**src/inc/kbd_glue_pkg.sv**
```systemverilog
`default_nettype none
package kbd_glue_pkg;
  // Register offsets on the plain register port
  localparam logic [7:0] OFS_KBD_RESET_GATE_CONFIG = 8'hf0;
  localparam logic [7:0] OFS_FAST_GATE_RESET_CTRL  = 8'h92;
  localparam logic [7:0] OFS_WAKE_STATUS           = 8'h10;
  localparam logic [7:0] OFS_WAKE_ENABLE           = 8'h11;
  localparam logic [7:0] OFS_KBC_PORT2             = 8'h12;
  // Config register fields
  localparam int CFG_FAST_EN_BIT   = 2;
  localparam int CFG_KBD_IRQ_LATCH_SEL_BIT    = 3;
  localparam int CFG_MOUSE_IRQ_LATCH_SEL_BIT    = 4;
  localparam int CFG_KISO_BIT      = 5;
  localparam int CFG_MISO_BIT      = 6;
  localparam int CFG_KRST_POL_BIT  = 0;
  localparam logic [7:0] CFG_RESET = 8'h00;
  // Fast control register fields
  localparam int FAST_RST_BIT      = 0;
  localparam int FAST_A20_BIT      = 1;
  localparam logic [7:0] FAST_RO_ONES = 8'h24;
  // Wake fields: status/enable bits 0..3, global enable bit 7
  localparam int WAKE_KIRQ = 0;
  localparam int WAKE_MIRQ = 1;
  localparam int WAKE_KBD_DATA_LINE = 2;
  localparam int WAKE_MOUSE_DATA_LINE = 3;
  localparam int WAKE_GLOBAL_BIT = 7;
  // Timing
  localparam int CLK_MHZ        = 125;
  localparam int RST_DELAY_US   = 14;
  localparam int RST_PULSE_US   = 6;
  localparam int RST_DELAY_CYC  = RST_DELAY_US * CLK_MHZ;
  localparam int RST_PULSE_CYC  = RST_PULSE_US * CLK_MHZ;
  localparam int CNT_W          = 11;

  typedef struct packed {
    logic clk;
    logic dat;
  } ps_lines_t;
endpackage
`default_nettype wire

```
**src/line_sync.sv**
```systemverilog
`default_nettype none
module line_sync
  import kbd_glue_pkg::*;
#(
  parameter int WIDTH = 4
) (
  input  wire logic             core_clk,
  input  wire logic             rst,
  input  wire logic [WIDTH-1:0] async_in,
  output logic      [WIDTH-1:0] sync_out
);
  logic [WIDTH-1:0] meta_r;
  // Two stages; first stage feeds only the second
  always_ff @(posedge core_clk or posedge rst) begin
    if (rst) begin
      meta_r   <= '0;
      sync_out <= '0;
    end else begin
      meta_r   <= async_in;
      sync_out <= meta_r;
    end
  end
endmodule
`default_nettype wire

```
**src/fast_a20_reset_kbd_wake_glue.sv**
```systemverilog
// Functional notes
// - Address mask low only if both gates low
// - Fast control bit 1 drives gate level
// - Fast gate control low after reset
// - Reset bit: 14us delay, 6us low pulse
// - No new pulse until bit returns 0
// - Reset clears bit 0, reset output high
// - Enabled pulse ANDed with controller reset, polarity
// - Mouse latch select chooses irq form
// - Keyboard latch select chooses irq form
// - Four events set wake status bits
// - Wake needs status, enable, global enable
// - Irq wakes need main power only
// - Mouse isolation blocks lines, not wake
// - Keyboard isolation blocks lines, not wake
`default_nettype none
module fast_a20_reset_kbd_wake_glue
  import kbd_glue_pkg::*;
#(
  parameter int DELAY_CYC = RST_DELAY_CYC,
  parameter int PULSE_CYC = RST_PULSE_CYC
) (
  input  wire logic       core_clk,
  input  wire logic       rst,
  input  wire logic [7:0] reg_addr,
  input  wire logic [7:0] reg_wdata,
  input  wire logic       reg_wr,
  input  wire logic       reg_rd,
  output logic      [7:0] reg_rdata,
  input  wire logic       kbc_gate_out,
  input  wire logic       kbc_reset_n,
  input  wire logic       cpu_reset_in,
  input  wire logic       kbc_kbd_irq,
  input  wire logic       kbc_mouse_irq,
  input  wire logic       main_power_ok,
  input  wire ps_lines_t  kbd_pins,
  input  wire ps_lines_t  mouse_pins,
  output ps_lines_t       kbd_to_kbc,
  output ps_lines_t       mouse_to_kbc,
  output logic            cpu_addr_mask_n,
  output logic            fast_gate_ctl,
  output logic            soft_cpu_reset_n,
  output logic            kbd_reset_pin,
  output logic            kbd_irq,
  output logic            mouse_irq,
  output logic            wake_event
);
  typedef enum logic [1:0] {IDLE, WAIT_DLY, PULSE, HOLD} rst_st_t;

  logic [7:0] cfg_r, cfg_nxt;
  logic       a20_r, a20_nxt;
  logic       rbit_r, rbit_nxt;
  rst_st_t    st_r, st_nxt;
  logic [CNT_W-1:0] cnt_r, cnt_nxt;
  logic [3:0] wsts_r, wsts_nxt;
  logic [4:0] wen_r, wen_nxt;
  logic [7:0] rdata_nxt;
  logic       klat_r, mlat_r, klat_nxt, mlat_nxt;
  logic       kbd_data_line_d_r, mouse_data_line_d_r;
  logic [3:0] pins_s;
  logic       fast_en, kedge, medge;
  logic [3:0] ev;

  function automatic logic hit(input logic [7:0] a, input logic [7:0] o);
    return a == o;
  endfunction

  line_sync #(.WIDTH(4)) u_sync (
    .core_clk (core_clk),
    .rst      (rst),
    .async_in ({kbd_pins.clk, kbd_pins.dat, mouse_pins.clk, mouse_pins.dat}),
    .sync_out (pins_s)
  );

  assign fast_en = cfg_r[CFG_FAST_EN_BIT];

  always_comb begin
    cfg_nxt  = cfg_r;
    a20_nxt  = a20_r;
    rbit_nxt = rbit_r;
    wen_nxt  = wen_r;
    if (reg_wr && hit(reg_addr, OFS_KBD_RESET_GATE_CONFIG)) begin
      cfg_nxt = reg_wdata;
    end
    // Fast register exists only while enabled
    if (reg_wr && fast_en && hit(reg_addr, OFS_FAST_GATE_RESET_CTRL)) begin
      a20_nxt  = reg_wdata[FAST_A20_BIT];
      rbit_nxt = reg_wdata[FAST_RST_BIT];
    end
    if (reg_wr && hit(reg_addr, OFS_WAKE_ENABLE)) begin
      wen_nxt = {reg_wdata[WAKE_GLOBAL_BIT], reg_wdata[3:0]};
    end
  end

  // Pulse sequencer; HOLD blocks re-arm until bit 0 is cleared
  always_comb begin
    st_nxt  = st_r;
    cnt_nxt = cnt_r;
    unique case (st_r)
      IDLE: begin
        if (rbit_r) begin
          st_nxt  = WAIT_DLY;
          cnt_nxt = CNT_W'(DELAY_CYC - 1);
        end
      end
      WAIT_DLY: begin
        if (cnt_r == '0) begin
          st_nxt  = PULSE;
          cnt_nxt = CNT_W'(PULSE_CYC - 1);
        end else begin
          cnt_nxt = cnt_r - 1'b1;
        end
      end
      PULSE: begin
        if (cnt_r == '0) begin
          st_nxt = HOLD;
        end else begin
          cnt_nxt = cnt_r - 1'b1;
        end
      end
      HOLD: begin
        if (!rbit_r) begin
          st_nxt = IDLE;
        end
      end
    endcase
  end

  // Interrupt latches capture controller irq edges, cleared when irq drops
  always_comb begin
    klat_nxt = kbc_kbd_irq ? (klat_r | 1'b1) : 1'b0;
    mlat_nxt = kbc_mouse_irq ? (mlat_r | 1'b1) : 1'b0;
  end

  assign kedge = kbd_data_line_d_r & ~pins_s[2];
  assign medge = mouse_data_line_d_r & ~pins_s[0];
  assign ev = {medge, kedge,
               mouse_irq & main_power_ok,
               kbd_irq & main_power_ok};

  always_comb begin
    wsts_nxt = wsts_r;
    // Write one clears; a new event in the same cycle wins
    if (reg_wr && hit(reg_addr, OFS_WAKE_STATUS)) begin
      wsts_nxt = wsts_r & ~reg_wdata[3:0];
    end
    wsts_nxt = wsts_nxt | ev;
  end

  always_comb begin
    rdata_nxt = 8'h00;
    if (reg_rd) begin
      if (hit(reg_addr, OFS_KBD_RESET_GATE_CONFIG)) begin
        rdata_nxt = cfg_r;
      end else if (fast_en && hit(reg_addr, OFS_FAST_GATE_RESET_CTRL)) begin
        rdata_nxt = FAST_RO_ONES | {6'h00, a20_r, rbit_r};
      end else if (hit(reg_addr, OFS_WAKE_STATUS)) begin
        rdata_nxt = {4'h0, wsts_r};
      end else if (hit(reg_addr, OFS_WAKE_ENABLE)) begin
        rdata_nxt = {wen_r[4], 3'h0, wen_r[3:0]};
      end else if (hit(reg_addr, OFS_KBC_PORT2)) begin
        rdata_nxt = {6'h00, kbc_gate_out, kbc_reset_n};
      end
    end
  end

  always_ff @(posedge core_clk or posedge rst) begin
    if (rst) begin
      cfg_r     <= CFG_RESET;
      a20_r     <= 1'b0;
      rbit_r    <= 1'b0;
      st_r      <= IDLE;
      cnt_r     <= '0;
      wsts_r    <= '0;
      wen_r     <= '0;
      klat_r    <= 1'b0;
      mlat_r    <= 1'b0;
      kbd_data_line_d_r  <= 1'b0;
      mouse_data_line_d_r  <= 1'b0;
      reg_rdata <= 8'h00;
    end else begin
      cfg_r     <= cfg_nxt;
      a20_r     <= a20_nxt;
      rbit_r    <= rbit_nxt;
      st_r      <= st_nxt;
      cnt_r     <= cnt_nxt;
      wsts_r    <= wsts_nxt;
      wen_r     <= wen_nxt;
      klat_r    <= klat_nxt;
      mlat_r    <= mlat_nxt;
      kbd_data_line_d_r  <= pins_s[2];
      mouse_data_line_d_r  <= pins_s[0];
      reg_rdata <= rdata_nxt;
    end
  end

  assign fast_gate_ctl    = a20_r;
  // CPU reset input also forces the mask high
  assign cpu_addr_mask_n  = kbc_gate_out | a20_r | cpu_reset_in;
  assign soft_cpu_reset_n = (st_r != PULSE);
  // Config bit 0 selects inverted pin polarity
  assign kbd_reset_pin = cfg_r[CFG_KRST_POL_BIT] ^
    (kbc_reset_n & (soft_cpu_reset_n | ~fast_en));
  assign kbd_irq   = cfg_r[CFG_KBD_IRQ_LATCH_SEL_BIT] ? klat_r
                                           : (kbc_kbd_irq & klat_r);
  assign mouse_irq = cfg_r[CFG_MOUSE_IRQ_LATCH_SEL_BIT] ? mlat_r
                                           : (kbc_mouse_irq & mlat_r);
  assign wake_event = wen_r[4] & |(wsts_r & wen_r[3:0]);
  // Isolation only gates the controller side; wake uses raw samples
  assign kbd_to_kbc.clk   = pins_s[3] | cfg_r[CFG_KISO_BIT];
  assign kbd_to_kbc.dat   = pins_s[2] | cfg_r[CFG_KISO_BIT];
  assign mouse_to_kbc.clk = pins_s[1] | cfg_r[CFG_MISO_BIT];
  assign mouse_to_kbc.dat = pins_s[0] | cfg_r[CFG_MISO_BIT];
endmodule
`default_nettype wire

```
**config.mk**
```make
export PLATFORM = sky130hd
export DESIGN_NAME = fast_a20_reset_kbd_wake_glue
export DESIGN_NICKNAME = d
export VERILOG_FILES = /design/src/inc/kbd_glue_pkg.sv /design/src/line_sync.sv /design/src/fast_a20_reset_kbd_wake_glue.sv
export SDC_FILE = /design/constraint.sdc
export NUM_CORES = 1
export LEC_CHECK = 0
export BUFFER_PORTS_ARGS = -buffer_cell sky130_fd_sc_hd__buf_2
export CELL_PAD_IN_SITES_DETAIL_PLACEMENT = 0
export CELL_PAD_IN_SITES_GLOBAL_PLACEMENT = 2
export CORE_MARGIN = 5
export CORE_UTILIZATION = 25
export CTS_BUF_LIST = sky130_fd_sc_hd__clkbuf_16
export DETAILED_ROUTE_END_ITERATION = 6
export GPL_ROUTABILITY_DRIVEN = 0
export PLACE_DENSITY = 0.55
export SLEW_MARGIN = 20
export SYNTH_ARGS = -nofsm -noshare
export SYNTH_HDL_FRONTEND = slang
export SYNTH_SLANG_ARGS = --single-unit
```
**constraint.sdc**
```tcl
create_clock -name core_clk -period 2.5 [get_ports core_clk]
set_input_delay 0 -clock core_clk [delete_from_list [all_inputs] [get_ports core_clk]]
set_output_delay 0 -clock core_clk [all_outputs]
set_load 0.05 [all_outputs]
```
== After elaboration in Yosys (flattened, before gate mapping) ==
Cells that the tools add are included.
Word-level totals
  flip-flop bits (word level): 52
  bits of input ports: 30
  output and inout bits: 19
  word-level logic and storage cells: 84
Operators by class
  add/sub/neg operators: 1
  eq/ne operators: 14
  mux-type cells: 20
  bitwise gates (word level): 23
  reduce and logical (&&, ||, !) cells: 12
Operator list (count)
  $mux 8: 5
  $mux 11: 3
  $pmux 11 s3: 1
  $eq 8x5->1 const B: 3
  $eq 8x8->1 const B: 2
  $ne 2x2->1 const B: 6
  $logic_not 11->1: 1
  $sub 11x1->11 const B: 1
  $mux 2: 5
  $and 1x1->1: 8
  $and 4x4->4: 2
  $pmux 2 s4: 1
  $or 1x1->1: 7
  $logic_and 1x1->1: 6
  $eq 2x2->1 const B: 2
  $mux 1: 4
  $mux 4: 1
  $not 4->4: 1
  $or 4x4->4: 1
  $reduce_and 4->1: 1
  $reduce_or 4->1: 1
  $not 1->1: 3
  $reduce_and 3->1: 1
  $reduce_bool 3->1: 1
  3 further kinds: 3

== Depth between registers and ports, before layout ==
  word-level depth: 7
  gate-level depth with buffers: 8
  depth with buffers taken out: 6

== Modules after synthesis ==
Synthesis repeated with hierarchy kept, for this count alone.
Second synthesis, totals
  cell total of the unflattened synthesis: 229
  area total of the unflattened synthesis: 2607.5 um^2
Modules (own cells, without submodules)
  fast_a20_reset_kbd_wake_glue: instances 1, cells each 220, area each 2403.6 um^2, sequential area each 1101.1 um^2
  line_sync: instances 1, cells each 9, area each 203.9 um^2, sequential area each 200.2 um^2

== Worst setup path before layout ==
Ideal clock, no wire load.
  path type: register to register
  start: register st_r[0]
  end: register cnt_r[0]
  setup time: 125 ps
  data arrival time: 1943 ps
  required time: 2375 ps
  slack: 432 ps
  stages on the path, launching flop included: 9
  buffers on the path: 2
  clock period less this slack: 2068 ps
  path through: dfrtp_1 > inv_1 > ha_1 > clkbuf_1 > nor3_1 > or2_2 > clkbuf_1 > nor2_1 > mux2_2
On the way
  longest elaborated chain between the ends: 3
  elaborated cells on any way between the ends: 8
  those cells by class: eq/ne (4); mux (1); reduce/logical (3)
Ends and longest elaborated chain
  from (decl): line fast_a20_reset_kbd_wake_glue.sv:53  | rst_st_t st_r, st_nxt;
  from (signal assigned): line fast_a20_reset_kbd_wake_glue.sv:185  | st_r <= st_nxt;
  $eq 2x2->1, or another cell as far along: line fast_a20_reset_kbd_wake_glue.sv:99  | unique case (st_r)
  $ne 2x2->1 (no line) / $reduce_bool 3->1 (equally long branches)
  $reduce_and 3->1 (no line)
  to (signal assigned): line fast_a20_reset_kbd_wake_glue.sv:186  | cnt_r <= cnt_nxt;
  to (decl): line fast_a20_reset_kbd_wake_glue.sv:54  | logic [CNT_W-1:0] cnt_r, cnt_nxt;
Several ways; a longest one is shown, not always the timed one.
A chain may end at the register's enable or synchronous reset.

== Worst setup path after layout ==
Same ends and word-level chain as after synthesis.

==> results.json <==
{
  "period_minus_slack_ps": 2270,
  "clockRootBuffer": "clkbuf_16",
  "end_kind": "flip-flop",
  "cts_buffers": 5,
  "route.detailed.drc": 0,
  "period_share_pct": 90.7,
  "setup_viol": 0,
  "synth_top_area_share_pct": 50.2,
  "io_pins": 49,
  "synth_area_sq_um": 2590,
  "clock_path_buffers": 2,
  "report.final.slew_viol_count": 0,
  "postCtsSetupRepairBufs": 0,
  "slew_headroom_pct": 53.5,
  "yosys.area.top_type": "dfrtp_1",
  "worstPathArrival_ps": 2450,
  "clkSinkCount": 52,
  "powerDensity_nw_per_um2": 928,
  "rsz0062_at_grt": "no",
  "synth_edf_count": 0,
  "clock_latency_ps": 290,
  "synth_seq_cells": 52,
  "maxCapViolations": 0,
  "layout_common_cells": "dfrtp_1 (52), buf_2 (48), mux2_2 (19)",
  "cp_max_fo": 8,
  "syn_inst": 236,
  "fin_skew_ps": 8.75,
  "setup_slack_ps": 233,
  "holdBufCountCts": 14,
  "nets": 345,
  "leakage_nw": 1.53,
  "peakVddDrop_uv": 465,
  "cp-start-kind": "flip-flop",
  "final_cells": 446,
  "final_common_cell": "dfrtp_1",
  "status": "completed",
  "grt-ovfl-total": 0,
  "area.growth.synth_to_final_pct": 29.9,
  "totalNegativeSetupSlack_ps": 0,
  "core-area_sq_um": 10200,
  "path_buf_inv": 1,
  "drtIter0Drc": 80,
  "crit_chain": "inv_1 > ha_1 > nor3_1 > or2_2 > nor2_1 > mux2_2",
  "synth-main-ff-cell": "dfrtp_1",
  "avgSynthCellArea_sq_um": 11.0,
  "h-tree-depth": 2,
  "cts_tree": "built",
  "required_ps": 2680,
  "synth_cell_types": 51,
  "die_w_um": 112,
  "total_power_mw": 3.12,
  "fmax_ghz": 0.441,
  "grt_pass1_vias": 2318,
  "slowest_delay_ps": 410,
  "synth_area_leaders": "dfrtp_1 (50%), mux2_2 (8.3%), ha_1 (2.9%)",
  "critical_path.top_delay_family": "simple AND/OR/NAND/NOR gates",
  "clk_pin_slew_ps": 70,
  "grt_first_pass_wirelength_um": 12000,
  "totalWireLength_um": 7260,
  "wl_per_cell_um": 16.3,
  "yosysSeqAreaShare_pct": 50.2,
  "ys_warn_count": 0,
  "portBuffers": 48,
  "placementRows": 37,
  "antenna_found_initial": 0,
  "ctsResizeCount": 0,
  "tightest_slew_ps": 697,
  "path_class": "reg -> reg",
  "hold_violations": 0,
  "synth_nets": 272,
  "antenna_left": 0,
  "drive_above_1_share_pct": 33.2,
  "initial_core_util_pct": 25.3,
  "via_per_inst": 4.80,
  "cp_slowest_cell": "dfrtp_1",
  "die_area_sq_um": 12500,
  "grt_start_max_net_pins": 53,
  "vias": 2140,
  "grtUsageTotal_pct": 12.0,
  "hp-class": "in -> reg",
  "dp_cells": 424,
  "dp_slack_ps": 224,
  "first_pass_iters": 4,
  "diodes": 0,
  "die_y_um": 112,
  "synthArstFlopShare_pct": 100,
  "hpwl_um": 5280
}
[through the flow]
step                      cell area [sq um]  hold slack, ps  util, %
after detailed placement               3060             109     29.9
after CTS                              3360            9.53     32.9
final                                  3360            8.33     32.9
after global placement                 3060             108     29.9
after global routing                   3360            9.53     32.9
after floorplan                        2590            31.4        -
[per-layer routing]
metal | global-route usage [%] | share of wire (%)
met1 | 15.6 | 46
met2 | 20.3 | 49
met3 | 2.50 | 4.2
met4 | 2.84 | 0.55
met5 | 0 | 0
[layout make-up]
type                            count  area [sq um]
Fill cell                        1071          6870
Sequential cell                    52          1300
Multi-Input combinational cell    165          1210
Timing Repair Buffer               74           470
Tap cell                          136           170
Clock buffer                        5           125
Clock inverter                      3          42.5
Inverter                           11          41.3
[synthesized netlist by cell type (all sizes together), types with 2 or more instances]
cell	instances
a211oi	2
a21boi	3
a21o	2
a21oi	8
a22o	6
a22oi	4
a32oi	2
a41oi	2
and3	3
and4	2
buf	3
clkbuf	5
dfrtp	52
ha	6
inv	11
mux2	19
nand2	12
nand3	6
nand3b	3
nand4	2
nor2	12
nor2b	5
nor3	8
nor4	4
o211ai	5
o21a	2
o21ai	7
o22ai	2
o2bb2ai	2
o31ai	3
or2	8
or3	2
or3b	4
or4	5
[worst register-to-register path, delay by kind of cell (launching register included)]
kind | cells | cell delay [ps]
flops | 1 | 410
simple gates | 3 | 900
mux | 1 | 380
fa+ha+maj | 1 | 350
buf+inv | 1 | 130
[report_power, final]
group | total (mW) | internal [mW] | switching, mW
Sequential | 1.07 | 0.955 | 0.118
Combinational | 1.26 | 0.518 | 0.737
Clock | 0.796 | 0.473 | 0.322
Total | 3.12 | 1.95 | 1.18
[cells by family (layout without fill, tap and decap cells)]
group / count (synthesis) / count (layout) / share of synthesized area [%]
multiplexers: 20 / 20 / 8.65
adder cells (fa/ha/maj): 6 / 6 / 2.90
buffers and inverters: 19 / 93 / 2.90
flip-flops: 52 / 52 / 50.2
AND/OR/NAND/NOR: 80 / 80 / 18.7
XOR/XNOR: 1 / 1 / 0.338
AO/OA/AOI/OAI: 58 / 58 / 16.3
[worst paths after layout]
path	start	slack [ps]	cells after the start	end
worst max-delay path	st_r[0]$_DFFE_PP0P_	230	6	cnt_r[0]$_DFFE_PP0P_
max in group asynchronous	rst	1590	4	reg_rdata[0]$_DFF_PP0_
worst min register to register	u_sync.meta_r[3]$_DFF_PP0_	350	0	u_sync.sync_out[3]$_DFF_PP0_
min in group asynchronous	rst	440	4	u_sync.meta_r[3]$_DFF_PP0_
worst min-delay path	reg_wdata[1]	8	2	cfg_r[1]$_DFFE_PP0P_
worst max register to register	st_r[0]$_DFFE_PP0P_	230	6	cnt_r[0]$_DFFE_PP0P_
[sequential cells by signal, summed over array words and instances, names as in the netlist, 2 cells and up]
name             flops
wsts_r               4
st_r                 2
wen_r                5
cnt_r               11
u_sync.sync_out      4
cfg_r                8
u_sync.meta_r        4
reg_rdata            8
(Power assumes the default switching activity.)
